[src/inc/exec_pkg.sv]
// What this block does
// - Copy moves source byte unchanged, no flags
// - Copy words: 1100+source, 1111+destination
// - Accumulator may be copy source or destination
// - Copy: read cycle one, write phase four
// - Bank literal load writes bank select
// - Bank select upper nibble always reads zero
// - Accumulator literal load, one cycle, no flags
// - Store accumulator into addressed bank register
// - Access bit zero: access bank; one: bank
// - Extended set, access bit zero, low address: indexed offset mode
// - Multiply literal gives unsigned 16-bit product
package exec_pkg;
   localparam logic [3:0] OP_COPY_FIRST = 4'hC;
   localparam logic [3:0] OP_COPY_SECOND = 4'hF;
   localparam logic [7:0] OP_LOAD_BANK = 8'h01;
   localparam logic [7:0] OP_LOAD_ACC = 8'h0E;
   localparam logic [7:0] OP_MULTIPLY = 8'h0D;
   localparam logic [6:0] OP_STORE_ACC = 7'h37;
   localparam int STORE_ACCESS_BIT = 8;
   localparam logic [7:0] INDEXED_LIMIT = 8'h5F;
   localparam logic [7:0] ACCESS_SPLIT = 8'h80;
   localparam logic [3:0] ACCESS_HIGH_BANK = 4'hF;
   localparam logic [11:0] ACC_ADDR = 12'hFE8;
   localparam logic [7:0] BANK_RESET = 8'h00;
   localparam logic [7:0] ACC_RESET = 8'h00;
   localparam logic [3:0] BANK_NIBBLE_MASK = 4'hF;

   typedef enum logic [1:0] {
      PH_DECODE = 2'b00,
      PH_READ = 2'b01,
      PH_PROCESS = 2'b10,
      PH_WRITE = 2'b11
   } phase_t;

   typedef struct packed {
      logic rd_en;
      logic wr_en;
      logic [11:0] addr;
      logic [7:0] wdata;
   } mem_req_t;

   typedef struct packed {
      logic [7:0] high;
      logic [7:0] low;
   } product_t;
endpackage : exec_pkg

[src/data_move_multiply_exec.sv]
`timescale 1ns/1ns
module data_move_multiply_exec (
   input wire logic clock,
   input wire logic sys_rst,
   input wire logic [15:0] instr_word,
   input wire logic instr_valid,
   input wire logic extended_en,
   input wire logic [11:0] index_base,
   input wire logic [7:0] mem_rdata,
   output exec_pkg::mem_req_t mem_req,
   output exec_pkg::phase_t phase,
   output logic [7:0] accumulator_q,
   output logic [7:0] bank_select_q,
   output exec_pkg::product_t product_q,
   output logic instr_done_q,
   output logic copy_busy_q
);
   import exec_pkg::*;

   logic [15:0] ir_q;
   logic second_q;
   logic [7:0] data_q;
   logic [11:0] store_addr;
   logic [11:0] dest_addr;
   logic copy_start;
   logic is_copy1;
   logic is_copy2;
   logic is_bank;
   logic is_lacc;
   logic is_mul;
   logic is_store;
   logic [15:0] product_d;

   phase_counter u_phase (
      .clock(clock),
      .sys_rst(sys_rst),
      .phase(phase)
   );

   address_former u_addr (
      .file_addr(ir_q[7:0]),
      .access_sel(ir_q[STORE_ACCESS_BIT]),
      .extended_en(extended_en),
      .bank_sel(bank_select_q),
      .index_base(index_base),
      .full_addr(store_addr)
   );

   // The source read is decoded from the fetched word itself, so it lands in the read phase.
   assign copy_start = instr_valid && !second_q && instr_word[15:12] == OP_COPY_FIRST;
   assign is_copy1 = !second_q && ir_q[15:12] == OP_COPY_FIRST;
   assign is_copy2 = second_q && ir_q[15:12] == OP_COPY_SECOND;
   assign is_bank = !second_q && ir_q[15:8] == OP_LOAD_BANK;
   assign is_lacc = !second_q && ir_q[15:8] == OP_LOAD_ACC;
   assign is_mul = !second_q && ir_q[15:8] == OP_MULTIPLY;
   assign is_store = !second_q && ir_q[15:9] == OP_STORE_ACC;
   assign dest_addr = ir_q[11:0];
   assign product_d = accumulator_q * ir_q[7:0];

   // Instruction latched at decode; an invalid fetch becomes a no-op.
   always_ff @(posedge clock or posedge sys_rst) begin
      if (sys_rst) begin
         ir_q <= 16'h0000;
      end else if (phase == PH_DECODE) begin
         ir_q <= instr_valid ? instr_word : 16'h0000;
      end
   end

   // Second-word tracking for the two-word copy.
   always_ff @(posedge clock or posedge sys_rst) begin
      if (sys_rst) begin
         second_q <= 1'b0;
         copy_busy_q <= 1'b0;
      end else if (phase == PH_WRITE) begin
         second_q <= is_copy1;
         copy_busy_q <= is_copy1;
      end
   end

   // Source byte captured in the first cycle, held for the second.
   always_ff @(posedge clock or posedge sys_rst) begin
      if (sys_rst) begin
         data_q <= 8'h00;
      end else if (phase == PH_PROCESS && is_copy1) begin
         // The accumulator is not held in memory, so a copy from it takes the register.
         data_q <= (ir_q[11:0] == ACC_ADDR) ? accumulator_q : mem_rdata;
      end
   end

   // Memory requests: reads in phase two, writes in phase four only.
   always_ff @(posedge clock or posedge sys_rst) begin
      if (sys_rst) begin
         mem_req <= '0;
      end else begin
         mem_req <= '0;
         if (phase == PH_DECODE && copy_start) begin
            mem_req.rd_en <= 1'b1;
            mem_req.addr <= instr_word[11:0];
         end else if (phase == PH_PROCESS && is_copy2) begin
            // The accumulator lives in the data space, so a copy into it
            // is routed to the register below as well as to memory.
            mem_req.wr_en <= 1'b1;
            mem_req.addr <= dest_addr;
            mem_req.wdata <= data_q;
         end else if (phase == PH_PROCESS && is_store) begin
            mem_req.wr_en <= 1'b1;
            mem_req.addr <= store_addr;
            mem_req.wdata <= accumulator_q;
         end
      end
   end

   // Accumulator: literal load, or a copy that names it as destination.
   always_ff @(posedge clock or posedge sys_rst) begin
      if (sys_rst) begin
         accumulator_q <= ACC_RESET;
      end else if (phase == PH_PROCESS && is_lacc) begin
         accumulator_q <= ir_q[7:0];
      end else if (phase == PH_PROCESS && is_copy2 && dest_addr == ACC_ADDR) begin
         accumulator_q <= data_q;
      end
   end

   // Upper nibble forced to zero whatever the literal holds.
   always_ff @(posedge clock or posedge sys_rst) begin
      if (sys_rst) begin
         bank_select_q <= BANK_RESET;
      end else if (phase == PH_PROCESS && is_bank) begin
         bank_select_q <= {4'h0, ir_q[3:0] & BANK_NIBBLE_MASK};
      end
   end

   always_ff @(posedge clock or posedge sys_rst) begin
      if (sys_rst) begin
         product_q <= '0;
      end else if (phase == PH_PROCESS && is_mul) begin
         product_q <= product_d;
      end
   end

   always_ff @(posedge clock or posedge sys_rst) begin
      if (sys_rst) begin
         instr_done_q <= 1'b0;
      end else begin
         instr_done_q <= (phase == PH_PROCESS) && !is_copy1;
      end
   end

   a_bank_upper_zero: assert property (@(posedge clock) disable iff (sys_rst)
      bank_select_q[7:4] == 4'h0) else $error("bank select upper nibble set");
   a_lacc_loads: assert property (@(posedge clock) disable iff (sys_rst)
      (phase == PH_PROCESS && is_lacc) |=> accumulator_q == $past(ir_q[7:0]))
      else $error("literal not loaded");
   a_bank_loads: assert property (@(posedge clock) disable iff (sys_rst)
      (phase == PH_PROCESS && is_bank) |=> bank_select_q[3:0] == $past(ir_q[3:0]))
      else $error("bank literal not loaded");
   a_mul_product: assert property (@(posedge clock) disable iff (sys_rst)
      (phase == PH_PROCESS && is_mul) |=> (product_q == $past(product_d))
      && $stable(accumulator_q)) else $error("product wrong");
   a_copy_write_time: assert property (@(posedge clock) disable iff (sys_rst)
      mem_req.wr_en |-> phase == PH_WRITE) else $error("write outside phase four");
   a_copy_read_first: assert property (@(posedge clock) disable iff (sys_rst)
      (phase == PH_DECODE && copy_start) |=> (mem_req.rd_en
      && mem_req.addr == $past(instr_word[11:0])) ##3 copy_busy_q)
      else $error("copy read missing");
   a_copy_data_same: assert property (@(posedge clock) disable iff (sys_rst)
      (mem_req.wr_en && copy_busy_q) |-> mem_req.wdata == data_q)
      else $error("copy data altered");
   a_store_data: assert property (@(posedge clock) disable iff (sys_rst)
      (phase == PH_PROCESS && is_store) |=> mem_req.wr_en
      && mem_req.wdata == $past(accumulator_q)) else $error("store wrong");
   a_store_bank: assert property (@(posedge clock) disable iff (sys_rst)
      (phase == PH_PROCESS && is_store && ir_q[STORE_ACCESS_BIT]) |=>
      mem_req.addr[11:8] == bank_select_q[3:0]) else $error("bank address wrong");
   a_indexed: assert property (@(posedge clock) disable iff (sys_rst)
      (phase == PH_PROCESS && is_store && !ir_q[STORE_ACCESS_BIT] && extended_en
      && ir_q[7:0] <= INDEXED_LIMIT) |=> mem_req.addr == $past(index_base + 12'(ir_q[7:0])))
      else $error("indexed address wrong");
   a_copy_to_acc: assert property (@(posedge clock) disable iff (sys_rst)
      (phase == PH_PROCESS && is_copy2 && dest_addr == ACC_ADDR) |=> accumulator_q
      == $past(data_q)) else $error("copy into accumulator lost");
   a_copy_from_acc: assert property (@(posedge clock) disable iff (sys_rst)
      (phase == PH_PROCESS && is_copy1 && ir_q[11:0] == ACC_ADDR) |=> data_q
      == $past(accumulator_q)) else $error("copy from accumulator lost");
   a_done_phase: assert property (@(posedge clock) disable iff (sys_rst)
      instr_done_q |-> phase == PH_WRITE) else $error("done outside phase four");
   a_copy_no_early_done: assert property (@(posedge clock) disable iff (sys_rst)
      (phase == PH_DECODE && copy_start) |=> ##2 !instr_done_q)
      else $error("copy done after first word");
   c_copy: cover property (@(posedge clock) disable iff (sys_rst) mem_req.wr_en && copy_busy_q);
   c_mul: cover property (@(posedge clock) disable iff (sys_rst) phase == PH_PROCESS && is_mul);
   c_store_idx: cover property (@(posedge clock) disable iff (sys_rst)
      phase == PH_PROCESS && is_store && extended_en && !ir_q[STORE_ACCESS_BIT]);
endmodule : data_move_multiply_exec

[src/phase_counter.sv]
`timescale 1ns/1ns
module phase_counter (
   input wire logic clock,
   input wire logic sys_rst,
   output exec_pkg::phase_t phase
);
   import exec_pkg::*;

   // Four clocks make one instruction cycle.
   always_ff @(posedge clock or posedge sys_rst) begin
      if (sys_rst) begin
         phase <= PH_DECODE;
      end else begin
         phase <= phase_t'(phase + 2'd1);
      end
   end
endmodule : phase_counter

[src/address_former.sv]
`timescale 1ns/1ns
module address_former (
   input wire logic [7:0] file_addr,
   input wire logic access_sel,
   input wire logic extended_en,
   input wire logic [7:0] bank_sel,
   input wire logic [11:0] index_base,
   output logic [11:0] full_addr
);
   import exec_pkg::*;

   always_comb begin
      if (!access_sel && extended_en && file_addr <= INDEXED_LIMIT) begin
         full_addr = index_base + {4'h0, file_addr};
      end else if (!access_sel) begin
         // The access bank covers low RAM and the top special registers.
         full_addr = (file_addr < ACCESS_SPLIT) ? {4'h0, file_addr}
                     : {ACCESS_HIGH_BANK, file_addr};
      end else begin
         full_addr = {bank_sel[3:0], file_addr};
      end
   end
endmodule : address_former

[config.mk]
export PLATFORM = sky130hd
export DESIGN_NAME = data_move_multiply_exec
export DESIGN_NICKNAME = d
export VERILOG_FILES = /design/src/inc/exec_pkg.sv /design/src/data_move_multiply_exec.sv /design/src/phase_counter.sv /design/src/address_former.sv
export SDC_FILE = /design/constraint.sdc
export NUM_CORES = 1
export LEC_CHECK = 0
export ABC_CLOCK_PERIOD_IN_PS = 7670
export BUFFER_PORTS_ARGS = -buffer_cell sky130_fd_sc_hd__buf_2
export CAP_MARGIN = 40
export CORE_MARGIN = 4
export CORE_UTILIZATION = 50
export CTS_CLUSTER_DIAMETER = 40
export DETAILED_ROUTE_END_ITERATION = 16
export PLACE_DENSITY = 0.81
export SYNTH_ARGS = -nofsm -noshare
export SYNTH_HDL_FRONTEND = slang
export SYNTH_SLANG_ARGS = --single-unit
[constraint.sdc]
create_clock -name clock -period 7.67 [get_ports clock]
set_clock_uncertainty 0.2 [all_clocks]
set_input_delay 0.767 -clock clock [delete_from_list [all_inputs] [get_ports clock]]
set_output_delay 0.767 -clock clock [all_outputs]
set_load 0.03 [all_outputs]
==> impl_metrics.toml <==
[finish]
nFillCells = 937
post-route-util_pct = 59.1
final_cell_mix = "93 x buf_2, 78 x dfrtp_1, 76 x nand2_1"
nNetsFinal = 858
final_common_cell = "buf_2"
area.growth.synth_to_final_pct = 15.0
diodes = 0
layout-drive-gt1-share_pct = 17.6

[global_route]
grt_pass1_vias = 5022
grt_usage_pct = 23.1
overflow = 0
grt_max_degree = 59
antenna_found_initial = 0
grt_pass1_wl_um = 24700

[floorplanning]
dieHeight_um = 117
die_w_um = 117
design.die.area_sq_mm = 0.0136
io_pins = 98
row_count = 39
initial_utilization_pct = 51.4
fp.coreArea_sq_mm = 0.0115

[clock_network]
clk_latency_ns = 0.35
clock-sinks = 78
cts_resized = 0
cts_buffers = 9
htreeDepth = 3
post_cts_buffers = 0
cts-root-buf = "clkbuf_16"
cts_max_path_buffers = 2
clk_pin_slew_ns = 0.06
cts_tree = "done"
ctsHoldBuffers = 0

[worst_setup_path]
crit_fanout = 12
critPathLaunchType = "flip-flop"
cp.required_ns = 7.73
crit_type = "flip-flop to flip-flop"
arrival_ns = 4.92
cp-end-kind = "flip-flop"

[synth]
yosys_warnings = 0
synth_top_area_share_pct = 33.1
synthFlopType = "dfrtp_1"
synth_edf_count = 0
ys_top_cells_by_area = "dfrtp_1 33%, fa_1 13%, ha_1 10%"
syn_inst = 657
ys_ff_latch = 78
yosysSeqAreaShare_pct = 33.1
netlist_area_sq_mm = 0.00590
synth_area_leader_cell = "dfrtp_1"
synthArstFlopShare_pct = 100
synth_cell_types = 55
synth_area_per_cell_sq_um = 8.98

[sta]
finalSetupViolCount = 0
setup_tns_ns = 0
rsz0062_at_grt = "no"
hold_violations = 0
fin_crit_ns = 4.86
fin_crit_sh_pct = 63.3
max_freq_mhz = 206
slew_headroom_pct = 45.4
tightestPinTransition_ns = 0.816
maxSlewViolCount = 0

[drt]
drtAntennaViolNets = 0
m1WireLength_um = 6350
vias_per_cell = 5.66
drt_wl_total_um = 14900
dr.max_layer_used = "met4"
wl_met2_um = 7370
drtIter0Drc = 408
dr_total_vias = 4987
met3_length_um = 925
wl_per_cell_um = 16.9
first_pass_iters = 5
post-route-drc-count = 0

[run_status]
status = "complete, no violations"

[placed_design]
gp_congestion = 0.989
io_buffers = 93
hpwl_um = 11300

[pwr]
vdd_drop_max_uv = 156
powerDensity_mw_per_mm2 = 151
p_leak_uw = 0.00364

[hold_path]
hold_path_class = "input pin to async pin"

[run]
max_cap_violations = 0
==> where the power goes <==
part | total, uW | internal (uW) | switching, uW
logic | 125 | 48.4 | 76.6
clock network | 448 | 276 | 172
registers | 453 | 427 | 26.1
total | 1030 | 752 | 274
==> synth_stat cells (7+ instances only) <==
library cell,instances
a211oi_1,12
a21oi_1,32
a22oi_1,8
and2_1,52
clkbuf_1,25
dfrtp_1,78
fa_1,37
ha_1,47
inv_1,72
mux2i_1,11
nand2_1,76
nor2_1,43
nor3_1,7
o21ai_0,60
xnor2_1,7
==> cells by family after synthesis <==
| group | share of synthesized area (%) |
|---|---|
| AND/OR/NAND/NOR | 17.5 |
| AO/OA/AOI/OAI | 14.9 |
| buffers and inverters | 7.43 |
| adder cells (fa/ha/maj) | 22.5 |
| flip-flops | 33.1 |
| multiplexers | 2.82 |
| XOR/XNOR | 1.63 |
| other | 0.0636 |
==> final timing paths <==
path                                               from                        end  slack (ns)  cells after the start
max in group asynchronous                       sys_rst   product_q[4]$_DFFE_PP0P_        6.45                      4
hold reg to reg               product_q[10]$_DFFE_PP0P_  product_q[10]$_DFFE_PP0P_        0.27                      2
min in group clock            product_q[10]$_DFFE_PP0P_  product_q[10]$_DFFE_PP0P_        0.27                      2
hold / removal                                  sys_rst      mem_req[13]$_DFF_PP0_        0.25                      3
setup reg to reg           accumulator_q[4]$_DFFE_PP0P_  product_q[14]$_DFFE_PP0P_        2.81                     14
setup / recovery           accumulator_q[4]$_DFFE_PP0P_  product_q[14]$_DFFE_PP0P_        2.81                     14
==> flip-flops by register name, indices dropped and copies added (netlist names) <==
signal	count
accumulator_q	8
product_q	16
u_phase.phase	2
second_q	1
data_q	8
mem_req	22
ir_q	16
instr_done_q	1
bank_select_q	4
==> stage by stage <==
stage / total power (uW) / std cells / setup WS, ns / hold WS [ns] / instance area [sq um]
final: 1030 / 881 / 2.81 / 0.255 / 6780
after global routing: 1070 / 881 / 2.55 / 0.274 / 6780
after CTS: 1030 / 880 / 2.80 / 0.254 / 6780
after detailed placement: 584 / 865 / 2.90 / 0.266 / 6470
after global placement: 576 / 862 / 3.08 / 0.258 / 6400
after floorplan: 538 / 660 / 3.07 / 0.272 / 5910
==> cell type report <==
class,count,area (sq um),area share (%)
multi-input cells,473,3520,51.9
clock inverters,3,42.5,0.627
well taps,143,179,2.64
clock buffers,12,267,3.93
repair buffers,99,548,8.08
inverters,73,274,4.04
flip-flops and latches,78,1950,28.8
==> worst max-delay path, cell delays in order (launching register included) <==
cell,delay [ns]
dfrtp_1,0.62
and2_1,0.22
fa_1,0.45
fa_1,0.53
fa_1,0.54
inv_1,0.05
fa_1,0.52
inv_1,0.04
ha_1,0.32
a21oi_1,0.21
nand2_1,0.07
o21ai_0,0.45
o21ai_0,0.22
xnor2_1,0.16
o21ai_0,0.15
==> routing by layer <==
layer  global-route usage [%]  vias up
li1                         -     2330
met1                     31.3     2451
met2                     37.9      184
met3                     3.99       22
met4                     7.72        0
met5                        0        -
Power figures use the tool's default switching activity.
